### src/rtl/nand_pins_pkg.sv
// Purpose: shared constants and carriers for the nand flash pin interface
// Assumes: 100 MHz core clock, one clock domain
// Notes: Contract
// Contract
// - eight-line data bus, driven writes, released reads
// - address latch high through address write only
// - command latch high through command write only
// - read strobe low only while reading
// - write strobe low only while writing
// - chip select zero low when accessing device zero
// - chip selects one to three follow selected device
// - card select low during every card access
// - card write lock low means card protected
// - card present low means card inserted
// - write protect held low during reset
package nand_pins_pkg;
    localparam int DATA_W = 8; // memory data bus width
    localparam int NUM_CS = 4; // chip enable pins
    localparam int STROBE_NS = 30; // least strobe low time
    localparam int CLK_NS = 10; // core clock period
    localparam int STROBE_CYC = (STROBE_NS + CLK_NS - 1) / CLK_NS; // rounded up
    localparam int SETUP_NS = 20; // least latch setup before strobe
    localparam int SETUP_CYC = (SETUP_NS + CLK_NS - 1) / CLK_NS;
    localparam int CNT_W = 4; // phase counter width
    localparam logic [1:0] TGT_CARD = 2'h3; // card target uses pin three

    // kind of one bus cycle
    typedef enum logic [1:0] {
        OP_CMD,
        OP_ADDR,
        OP_WRITE,
        OP_READ
    } op_e;

    // one request from the controller core
    typedef struct packed {
        op_e op;
        logic card; // access goes to card slot
        logic [1:0] dev; // nand device number
        logic [DATA_W-1:0] data; // write byte
    } req_s;

    // pin drive bundle
    typedef struct packed {
        logic addr_latch_en;
        logic cmd_latch_en;
        logic read_strobe_n;
        logic write_strobe_n;
        logic [NUM_CS-1:0] chip_sel_n;
    } pins_s;
endpackage

### src/rtl/nand_flash_pin_interface.sv
// Purpose: pin sequencer for nand flash devices and a card slot
// Assumes: one request at a time, read bytes buffered toward the core
// Notes: card mode shares chip select pins one to three
`timescale 1ns/1ps
module nand_flash_pin_interface
    import nand_pins_pkg::*;
(
    input wire logic i_core_clk, // 100 MHz core clock
    input wire logic i_sys_rst, // sync reset, high
    input wire logic [NUM_CS-1:1] i_flash_or_card, // per pin: 1 card use
    input wire logic i_wr_protect_req, // core asks memory protected
    input wire logic i_req_valid, // request offered
    output logic o_req_ready, // request accepted
    input wire req_s i_req, // request contents
    output logic o_rd_valid, // read byte ready
    input wire logic i_rd_ready, // core takes read byte
    output logic [DATA_W-1:0] o_rd_data, // read byte
    output logic o_card_wr_locked, // card write protected
    output logic o_card_inserted, // card in slot
    output logic o_busy, // cycle in progress
    input wire logic [DATA_W-1:0] i_mem_data_bus, // data bus in
    output logic [DATA_W-1:0] o_mem_data_bus, // data bus out
    output logic o_mem_data_bus_oe_n, // low while driving
    output logic o_addr_latch_en, // address latch
    output logic o_cmd_latch_en, // command latch
    output logic o_read_strobe_n, // read strobe
    output logic o_write_strobe_n, // write strobe
    output logic o_chip_sel0_n, // chip select zero
    output logic o_chip_sel1_n, // select one out
    output logic o_chip_sel1_oe_n, // low while driving select one
    input wire logic i_card_wr_lock_n, // shared pin one input
    output logic o_chip_sel2_n, // select two out
    output logic o_chip_sel2_oe_n, // low while driving select two
    input wire logic i_card_present_n, // shared pin two input
    output logic o_card_sel_n, // select three or card select
    output logic o_mem_wr_protect_n // write protect, low in reset
);
    ////////////////////////////////////////////////////////////////////////
    // state and carriers
    typedef enum logic [1:0] {
        S_IDLE,
        S_SETUP,
        S_STROBE,
        S_HOLD
    } ph_e;

    typedef struct packed {
        ph_e ph; // cycle phase
        req_s req; // request in flight
        logic [CNT_W-1:0] cnt; // phase timer
        pins_s pins; // registered pin levels
        logic [DATA_W-1:0] dout; // bus output byte
        logic drive; // bus driven
        logic [DATA_W-1:0] rbyte; // captured read byte
        logic rpush; // push captured byte
        logic wp_n; // write protect level
    } st_s;

    st_s st;
    st_s next_st;
    pins_s idle_pins;
    logic [1:0] lvl; // synchronised shared inputs
    logic buf_ready; // read buffer has room
    logic card_mode3;

    ////////////////////////////////////////////////////////////////////////
    // one-hot active-low select for one target
    function automatic logic [NUM_CS-1:0] sel_n(input logic [1:0] idx);
        logic [NUM_CS-1:0] v;
        v = '1;
        v[idx] = 1'b0;
        return v;
    endfunction

    ////////////////////////////////////////////////////////////////////////
    // synchronise shared card pins, pulled high when idle
    pin_sync #(.W(2), .INIT(2'h3)) u_sync (
        .i_core_clk(i_core_clk),
        .i_sys_rst(i_sys_rst),
        .i_async({i_card_present_n, i_card_wr_lock_n}),
        .o_sync(lvl)
    );

    ////////////////////////////////////////////////////////////////////////
    // read byte buffer toward the core
    skid_buf #(.W(DATA_W), .DEPTH(2)) u_rbuf (
        .i_core_clk(i_core_clk),
        .i_sys_rst(i_sys_rst),
        .i_in_valid(st.rpush),
        .o_in_ready(buf_ready),
        .i_in_data(st.rbyte),
        .o_out_valid(o_rd_valid),
        .i_out_ready(i_rd_ready),
        .o_out_data(o_rd_data)
    );

    assign card_mode3 = i_flash_or_card[3];
    always_comb begin
        idle_pins = '{addr_latch_en: 1'b0, cmd_latch_en: 1'b0,
                      read_strobe_n: 1'b1, write_strobe_n: 1'b1, chip_sel_n: '1};
    end

    // a read needs buffer room before start so no byte is lost
    assign o_req_ready = (st.ph == S_IDLE) && buf_ready;

    ////////////////////////////////////////////////////////////////////////
    // cycle sequencer
    always_comb begin
        next_st = st;
        next_st.rpush = 1'b0;
        next_st.wp_n = ~i_wr_protect_req;
        unique case (st.ph)
            S_IDLE: begin
                next_st.pins = idle_pins;
                next_st.drive = 1'b0;
                if (i_req_valid && o_req_ready) begin
                    next_st.req = i_req;
                    next_st.ph = S_SETUP;
                    next_st.cnt = CNT_W'(SETUP_CYC - 1);
                    // card access uses pin three, else device number
                    if (i_req.card) begin
                        next_st.pins.chip_sel_n = sel_n(TGT_CARD);
                    end else begin
                        next_st.pins.chip_sel_n = sel_n(i_req.dev);
                    end
                    next_st.pins.addr_latch_en = (i_req.op == OP_ADDR);
                    next_st.pins.cmd_latch_en = (i_req.op == OP_CMD);
                    next_st.drive = (i_req.op != OP_READ);
                    next_st.dout = i_req.data;
                end
            end
            S_SETUP: begin
                if (st.cnt == '0) begin
                    next_st.ph = S_STROBE;
                    next_st.cnt = CNT_W'(STROBE_CYC - 1);
                    if (st.req.op == OP_READ) begin
                        next_st.pins.read_strobe_n = 1'b0;
                    end else begin
                        next_st.pins.write_strobe_n = 1'b0;
                    end
                end else begin
                    next_st.cnt = CNT_W'(st.cnt - 1'b1);
                end
            end
            S_STROBE: begin
                if (st.cnt == '0) begin
                    // sample read data at end of strobe low
                    if (st.req.op == OP_READ) begin
                        next_st.rbyte = i_mem_data_bus;
                        next_st.rpush = 1'b1;
                    end
                    next_st.pins.read_strobe_n = 1'b1;
                    next_st.pins.write_strobe_n = 1'b1;
                    next_st.ph = S_HOLD;
                end else begin
                    next_st.cnt = CNT_W'(st.cnt - 1'b1);
                end
            end
            S_HOLD: begin
                // release latches, select and bus after hold
                next_st.pins = idle_pins;
                next_st.drive = 1'b0;
                next_st.ph = S_IDLE;
            end
        endcase
    end

    ////////////////////////////////////////////////////////////////////////
    // state register; protect low through reset
    always_ff @(posedge i_core_clk) begin
        if (i_sys_rst) begin
            st <= '0;
            st.ph <= S_IDLE;
            st.pins <= '{1'b0, 1'b0, 1'b1, 1'b1, 4'hf};
            st.wp_n <= 1'b0;
        end else begin
            st <= next_st;
        end
    end

    ////////////////////////////////////////////////////////////////////////
    // pin outputs and shared pin direction
    assign o_addr_latch_en = st.pins.addr_latch_en;
    assign o_cmd_latch_en = st.pins.cmd_latch_en;
    assign o_read_strobe_n = st.pins.read_strobe_n;
    assign o_write_strobe_n = st.pins.write_strobe_n;
    assign o_mem_data_bus = st.dout;
    assign o_mem_data_bus_oe_n = ~st.drive;
    assign o_chip_sel0_n = st.pins.chip_sel_n[0];
    assign o_chip_sel1_n = st.pins.chip_sel_n[1];
    assign o_chip_sel1_oe_n = i_flash_or_card[1];
    assign o_chip_sel2_n = st.pins.chip_sel_n[2];
    assign o_chip_sel2_oe_n = i_flash_or_card[2];
    assign o_card_sel_n = st.pins.chip_sel_n[3];
    assign o_mem_wr_protect_n = st.wp_n;
    assign o_busy = (st.ph != S_IDLE);
    // low input means locked or inserted, only in card use
    assign o_card_wr_locked = i_flash_or_card[1] && !lvl[0];
    assign o_card_inserted = i_flash_or_card[2] && !lvl[1];

    ////////////////////////////////////////////////////////////////////////
    // assertions
    a_one_select: assert property (@(posedge i_core_clk) disable iff (i_sys_rst)
        $countones(~st.pins.chip_sel_n) <= 1)
        else $error("more than one chip select low");
    a_idle_select: assert property (@(posedge i_core_clk) disable iff (i_sys_rst)
        (st.ph == S_IDLE) |-> (st.pins.chip_sel_n == 4'hf))
        else $error("chip select low while idle");
    a_addr_latch: assert property (@(posedge i_core_clk) disable iff (i_sys_rst)
        o_addr_latch_en |-> (st.req.op == OP_ADDR && st.ph != S_IDLE))
        else $error("address latch high outside address cycle");
    a_cmd_latch: assert property (@(posedge i_core_clk) disable iff (i_sys_rst)
        o_cmd_latch_en |-> (st.req.op == OP_CMD && st.ph != S_IDLE))
        else $error("command latch high outside command cycle");
    a_read_strobe: assert property (@(posedge i_core_clk) disable iff (i_sys_rst)
        $fell(o_read_strobe_n) |-> (st.req.op == OP_READ)
        ##0 !o_read_strobe_n [*3] ##1 o_read_strobe_n)
        else $error("read strobe width wrong");
    a_write_strobe: assert property (@(posedge i_core_clk) disable iff (i_sys_rst)
        $fell(o_write_strobe_n) |-> (!o_mem_data_bus_oe_n && st.req.op != OP_READ)
        ##0 !o_write_strobe_n [*3] ##1 o_write_strobe_n)
        else $error("write strobe width wrong");
    a_bus_read: assert property (@(posedge i_core_clk) disable iff (i_sys_rst)
        !o_read_strobe_n |-> o_mem_data_bus_oe_n)
        else $error("bus driven during read");
    a_dev_select: assert property (@(posedge i_core_clk) disable iff (i_sys_rst)
        (i_req_valid && o_req_ready && !i_req.card && i_req.dev == 2'h0)
        |=> !o_chip_sel0_n)
        else $error("select zero not low for device zero");
    a_card_select: assert property (@(posedge i_core_clk) disable iff (i_sys_rst)
        (i_req_valid && o_req_ready && i_req.card) |=> !o_card_sel_n [*2])
        else $error("card select not low for card access");
    a_protect_reset: assert property (@(posedge i_core_clk)
        i_sys_rst |=> !o_mem_wr_protect_n)
        else $error("write protect not low after reset");
    a_card_lock: assert property (@(posedge i_core_clk) disable iff (i_sys_rst)
        (i_flash_or_card[1] && !lvl[0]) |-> o_card_wr_locked)
        else $error("card lock not reported");
    a_card_insert: assert property (@(posedge i_core_clk) disable iff (i_sys_rst)
        (i_flash_or_card[2] && !lvl[1]) |-> o_card_inserted)
        else $error("card presence not reported");
    a_pin_dir: assert property (@(posedge i_core_clk) disable iff (i_sys_rst)
        o_chip_sel1_oe_n == i_flash_or_card[1])
        else $error("shared pin direction wrong");

    c_read: cover property (@(posedge i_core_clk) $fell(o_read_strobe_n));
    c_write: cover property (@(posedge i_core_clk) $fell(o_write_strobe_n) && !card_mode3);
    c_card: cover property (@(posedge i_core_clk) !o_card_sel_n && card_mode3);
    c_stall: cover property (@(posedge i_core_clk) o_rd_valid && !i_rd_ready && !buf_ready);
endmodule

### src/rtl/pin_sync.sv
// Purpose: two flop synchroniser for asynchronous pin levels
// Assumes: levels only, no pulses
// Notes: first stage read only by second stage
`timescale 1ns/1ps
module pin_sync #(
    parameter int W = 2, // lanes
    parameter logic [W-1:0] INIT = '1 // idle value
) (
    input wire logic i_core_clk, // core clock
    input wire logic i_sys_rst, // sync reset, high
    input wire logic [W-1:0] i_async, // raw pin levels
    output logic [W-1:0] o_sync // synchronised levels
);
    // all state in one struct
    typedef struct packed {
        logic [W-1:0] meta;
        logic [W-1:0] sync;
    } st_s;
    st_s st;
    st_s next_st;

    // shift chain
    always_comb begin
        next_st = st;
        next_st.meta = i_async;
        next_st.sync = st.meta;
    end

    // register
    always_ff @(posedge i_core_clk) begin
        if (i_sys_rst) begin
            st <= '{meta: INIT, sync: INIT};
        end else begin
            st <= next_st;
        end
    end

    assign o_sync = st.sync;
endmodule

### src/rtl/skid_buf.sv
// Purpose: two-entry buffer with valid and ready on both sides
// Assumes: single clock
// Notes: ready in depends only on fill level, so no loop
`timescale 1ns/1ps
module skid_buf #(
    parameter int W = 8, // word width
    parameter int DEPTH = 2 // entries
) (
    input wire logic i_core_clk, // core clock
    input wire logic i_sys_rst, // sync reset, high
    input wire logic i_in_valid, // word offered
    output logic o_in_ready, // room available
    input wire logic [W-1:0] i_in_data, // word in
    output logic o_out_valid, // word held
    input wire logic i_out_ready, // sink takes word
    output logic [W-1:0] o_out_data // oldest word
);
    localparam int PW = $clog2(DEPTH);
    // all state in one struct
    typedef struct packed {
        logic [DEPTH-1:0][W-1:0] mem;
        logic [PW-1:0] wp;
        logic [PW-1:0] rp;
        logic [PW:0] cnt;
    } st_s;
    st_s st;
    st_s next_st;
    logic push;
    logic pop;

    // pointer and count update
    always_comb begin
        next_st = st;
        push = i_in_valid && o_in_ready;
        pop = o_out_valid && i_out_ready;
        if (push) begin
            next_st.mem[st.wp] = i_in_data;
            next_st.wp = PW'(st.wp + 1'b1);
        end
        if (pop) begin
            next_st.rp = PW'(st.rp + 1'b1);
        end
        next_st.cnt = (PW+1)'(st.cnt + push - pop);
    end

    // register
    always_ff @(posedge i_core_clk) begin
        if (i_sys_rst) begin
            st <= '0;
        end else begin
            st <= next_st;
        end
    end

    assign o_in_ready = (st.cnt != (PW+1)'(DEPTH));
    assign o_out_valid = (st.cnt != '0);
    assign o_out_data = st.mem[st.rp];
endmodule

### config.mk
export PLATFORM = sky130hd
export DESIGN_NAME = nand_flash_pin_interface
export DESIGN_NICKNAME = d
export VERILOG_FILES = /design/src/rtl/nand_pins_pkg.sv /design/src/rtl/nand_flash_pin_interface.sv /design/src/rtl/pin_sync.sv /design/src/rtl/skid_buf.sv
export SDC_FILE = /design/constraint.sdc
export NUM_CORES = 1
export LEC_CHECK = 0
export BUFFER_PORTS_ARGS = -buffer_cell sky130_fd_sc_hd__buf_2
export CAP_MARGIN = 5
export CORE_MARGIN = 5
export CORE_UTILIZATION = 56
export DETAILED_ROUTE_END_ITERATION = 12
export PLACE_DENSITY = 0.87
export SETUP_SLACK_MARGIN = 0.15
export SLEW_MARGIN = 0
export SYNTH_ARGS = -nofsm -noshare
export SYNTH_HDL_FRONTEND = slang
export SYNTH_SLANG_ARGS = --single-unit
### constraint.sdc
create_clock -name i_core_clk -period 4.7 [get_ports i_core_clk]
set_input_delay 0 -clock i_core_clk [delete_from_list [all_inputs] [get_ports i_core_clk]]
set_output_delay 0 -clock i_core_clk [all_outputs]
set_load 0.05 [all_outputs]
==> qor.txt <==
Number of port buffers: 62
Final non-filler cell total: 421
Vias per Instance: 5.366
Residual DRC count: 0
Clock insertion delay at the later pin of the skew report: 0.33 ns
Top cells by area, synth: dfxtp_1, nand2_1, mux2i_1, a21oi_1, ha_1
Die ar.: 6044 um^2
Hold Path Class: input port to flip-flop
Worst setup EP type: flip-flop
Cell total after placement: 379
Hold Crit Depth: 4
Hold slack: 0.1358 ns
Clk_skew: 0.003919 ns
#FFs+latches synth: 59
Final period util: 0.5658
Most numerous cell in the Yosys netlist: dfxtp_1
Final Hold Fails: 0
Cts bufs inserted: 9
Clock transition at path regs: 0.06 ns
DR vias: 2259
Global-route wire length before repair: 10150 um
EDFF count, synth: 0
# setup viols final: 0
Cell row count: 24
Seq/Total Area, Yosys: 0.4596
Post-synthesis cell count: 285
Number of DRC markers in iteration 0: 125
Drt pass-1 iters: 4
Die H: 77.75 um
CP arrival: 2.87 ns
Crit Path Max Fanout: 9
CTS Sinks: 59
I/O pin cnt: 64
FF-to-FF Start: st[45]
CP max stage delay: 0.63 ns
Maximum vdd drop: 0.3790 mV
Clock buffer depth: 2
Crit path kind: flip-flop to flip-flop
Leading post-synthesis cells by instance count: dfxtp_1, nand2_1, nor2_1
Synth top area share: 0.4596
Relative slew slack: 0.3738
Final TNS setup: 0 ns
Nets: 405
Aggregate global-route resource usage: 0.2041
Overflow after GRT: 0
Yosys warns: 0
Slowest CP cell: or4_4
Antenna Cells: 0
Core area: 4414 um^2
Largest net degree at the start of global routing: 55
Cell Area, Synth: 2570 um^2
Share of cells above drive strength 1: 0.2656
Status: completed
GP Congestion: 0.8971
Lkg Pwr: 0.001456 uW
Chip width: 77.75 um
Unrepaired setup endpoints after global routing: false
Pwr Total: 1689 uW
Wire per inst: 13.90 um
Reg2Reg Depth: 6
Ys async rst share: 0
Largest area contributor in the netlist: dfxtp_1
Synth Flop Type: dfxtp_1
Post-synthesis area per instance: 9.017 um^2
Initial antenna violation count: 0
Minimum clock period: 2.659 ns
Critical Path Start: st[45]
Crit-path cells: inv_1, ha_1, or4_4, nor4_1, a21oi_1, dlygate4sd3_1
Post-synth net total: 326
Yosys cell types: 45
Area grow syn2layout: 28.38%
Hpwl dp: 3756 um
Cell Pwr Density: 512.0 nW/um^2
Starting Density: 0.5822
Number of global-route vias before repair: 2285
Root Buffer: clkbuf_8
Detail Route Antenna Nets: 0
CP Launch Type: flip-flop
CTS tree: done
CTS H-tree depth: 3
Slew @ Worst Pin: 0.9393 ns
Hold_sp: i_rd_ready
CP required: 4.91 ns
Post-cts resize count: 0
Fmax: 0.3761 GHz
Max cap viols: 0
Max Slew Vio Count: 0
WL final: 5850 um
## layer usage
metal,global-route usage,share of wire
met4,0.1048,0.025
met5,0,0
met3,0.04051,0.052
met2,0.3472,0.50
met1,0.2417,0.43
## area by class of cell
type | count | area [um^2]
well taps | 52 | 65.06
fillers | 326 | 1115
repair buffers | 89 | 578.1
flip-flops and latches | 59 | 1181
clock inverters | 4 | 47.55
clock buffers | 12 | 165.2
multi-input cells | 194 | 1221
inverters | 11 | 41.29
## power breakdown
group          internal [uW]  total [uW]  switching (uW)
clock network            286         477             191
logic                    191         609             418
registers                556         603            47.3
## cell usage in the layout (no fill, tap or decap), drive strengths merged, types with 2 or more instances in the layout
master	Yosys	layout
buf	13	63
dfxtp	59	59
nand2	44	44
nor2	28	28
a21oi	27	27
dlygate4sd3	0	26
mux2i	16	16
clkbuf	8	12
inv	11	11
ha	10	10
mux2	8	8
o21ai	8	8
or2	6	6
nor2b	5	5
nand4	4	4
nand3	4	4
xnor2	3	3
o311ai	3	3
and2	2	2
nor4b	2	2
a31oi	2	2
o22ai	2	2
nor4	2	2
clkinv	0	2
nor3b	2	2
## sequential cells by signal, summed over array words and instances (netlist names)
| signal | cells |
|---|---|
| u_rbuf.st | 20 |
| u_sync.next_st | 2 |
| o_cmd_latch_en | 1 |
| o_mem_wr_protect_n | 1 |
| o_addr_latch_en | 1 |
| u_sync.o_sync | 2 |
| o_card_sel_n | 1 |
| o_write_strobe_n | 1 |
| o_chip_sel1_n | 1 |
| o_chip_sel0_n | 1 |
| st | 18 |
| o_read_strobe_n | 1 |
| o_chip_sel2_n | 1 |
| o_mem_data_bus | 8 |
## per-stage QoR
stage | cell area, um^2 | utilization | setup WS (ns)
finish | 3299 | 0.7474 | 2.041
CTS | 3299 | 0.7474 | 2.106
detailed placement | 2826 | 0.6403 | 2.587
floorplan | 2570 | - | 2.771
global placement | 2826 | 0.6403 | 2.644
global route | 3299 | 0.7474 | 1.941
## final timing paths
path / end / slack, ns
worst min register to register: u_sync.o_sync[0] / 0.41
worst max register to register: o_chip_sel1_n / 2.04
worst min-delay path: u_rbuf.st[2] / 0.14
worst max-delay path: o_chip_sel1_n / 2.04
## worst max-delay path: cells and delay by family (launching register included)
kind / cells / cell delay, ns
AOI/OAI and AO/OA: 1 / 0.11
adders and majority gates: 1 / 0.43
buffers and inverters: 2 / 0.68
DFF: 1 / 0.43
and+or+nand+nor: 2 / 0.90
## cells by family (layout without fill, tap and decap cells)
group	after synthesis	count (layout)	synth area share
adder cells (fa/ha/maj)	10	10	0.04869
multiplexers	24	24	0.09737
buffers and inverters	32	116	0.06524
XOR/XNOR	4	4	0.01363
AND/OR/NAND/NOR	106	106	0.1991
flip-flops	59	59	0.4596
AO/OA/AOI/OAI	50	50	0.1164
## repair_timing
action                    in CTS  in global routing
buffers inserted               0                  0
hold endpoints to repair      25                  0
hold buffers                  26                  0
Note: power is estimated with default switching activity, not from simulation.
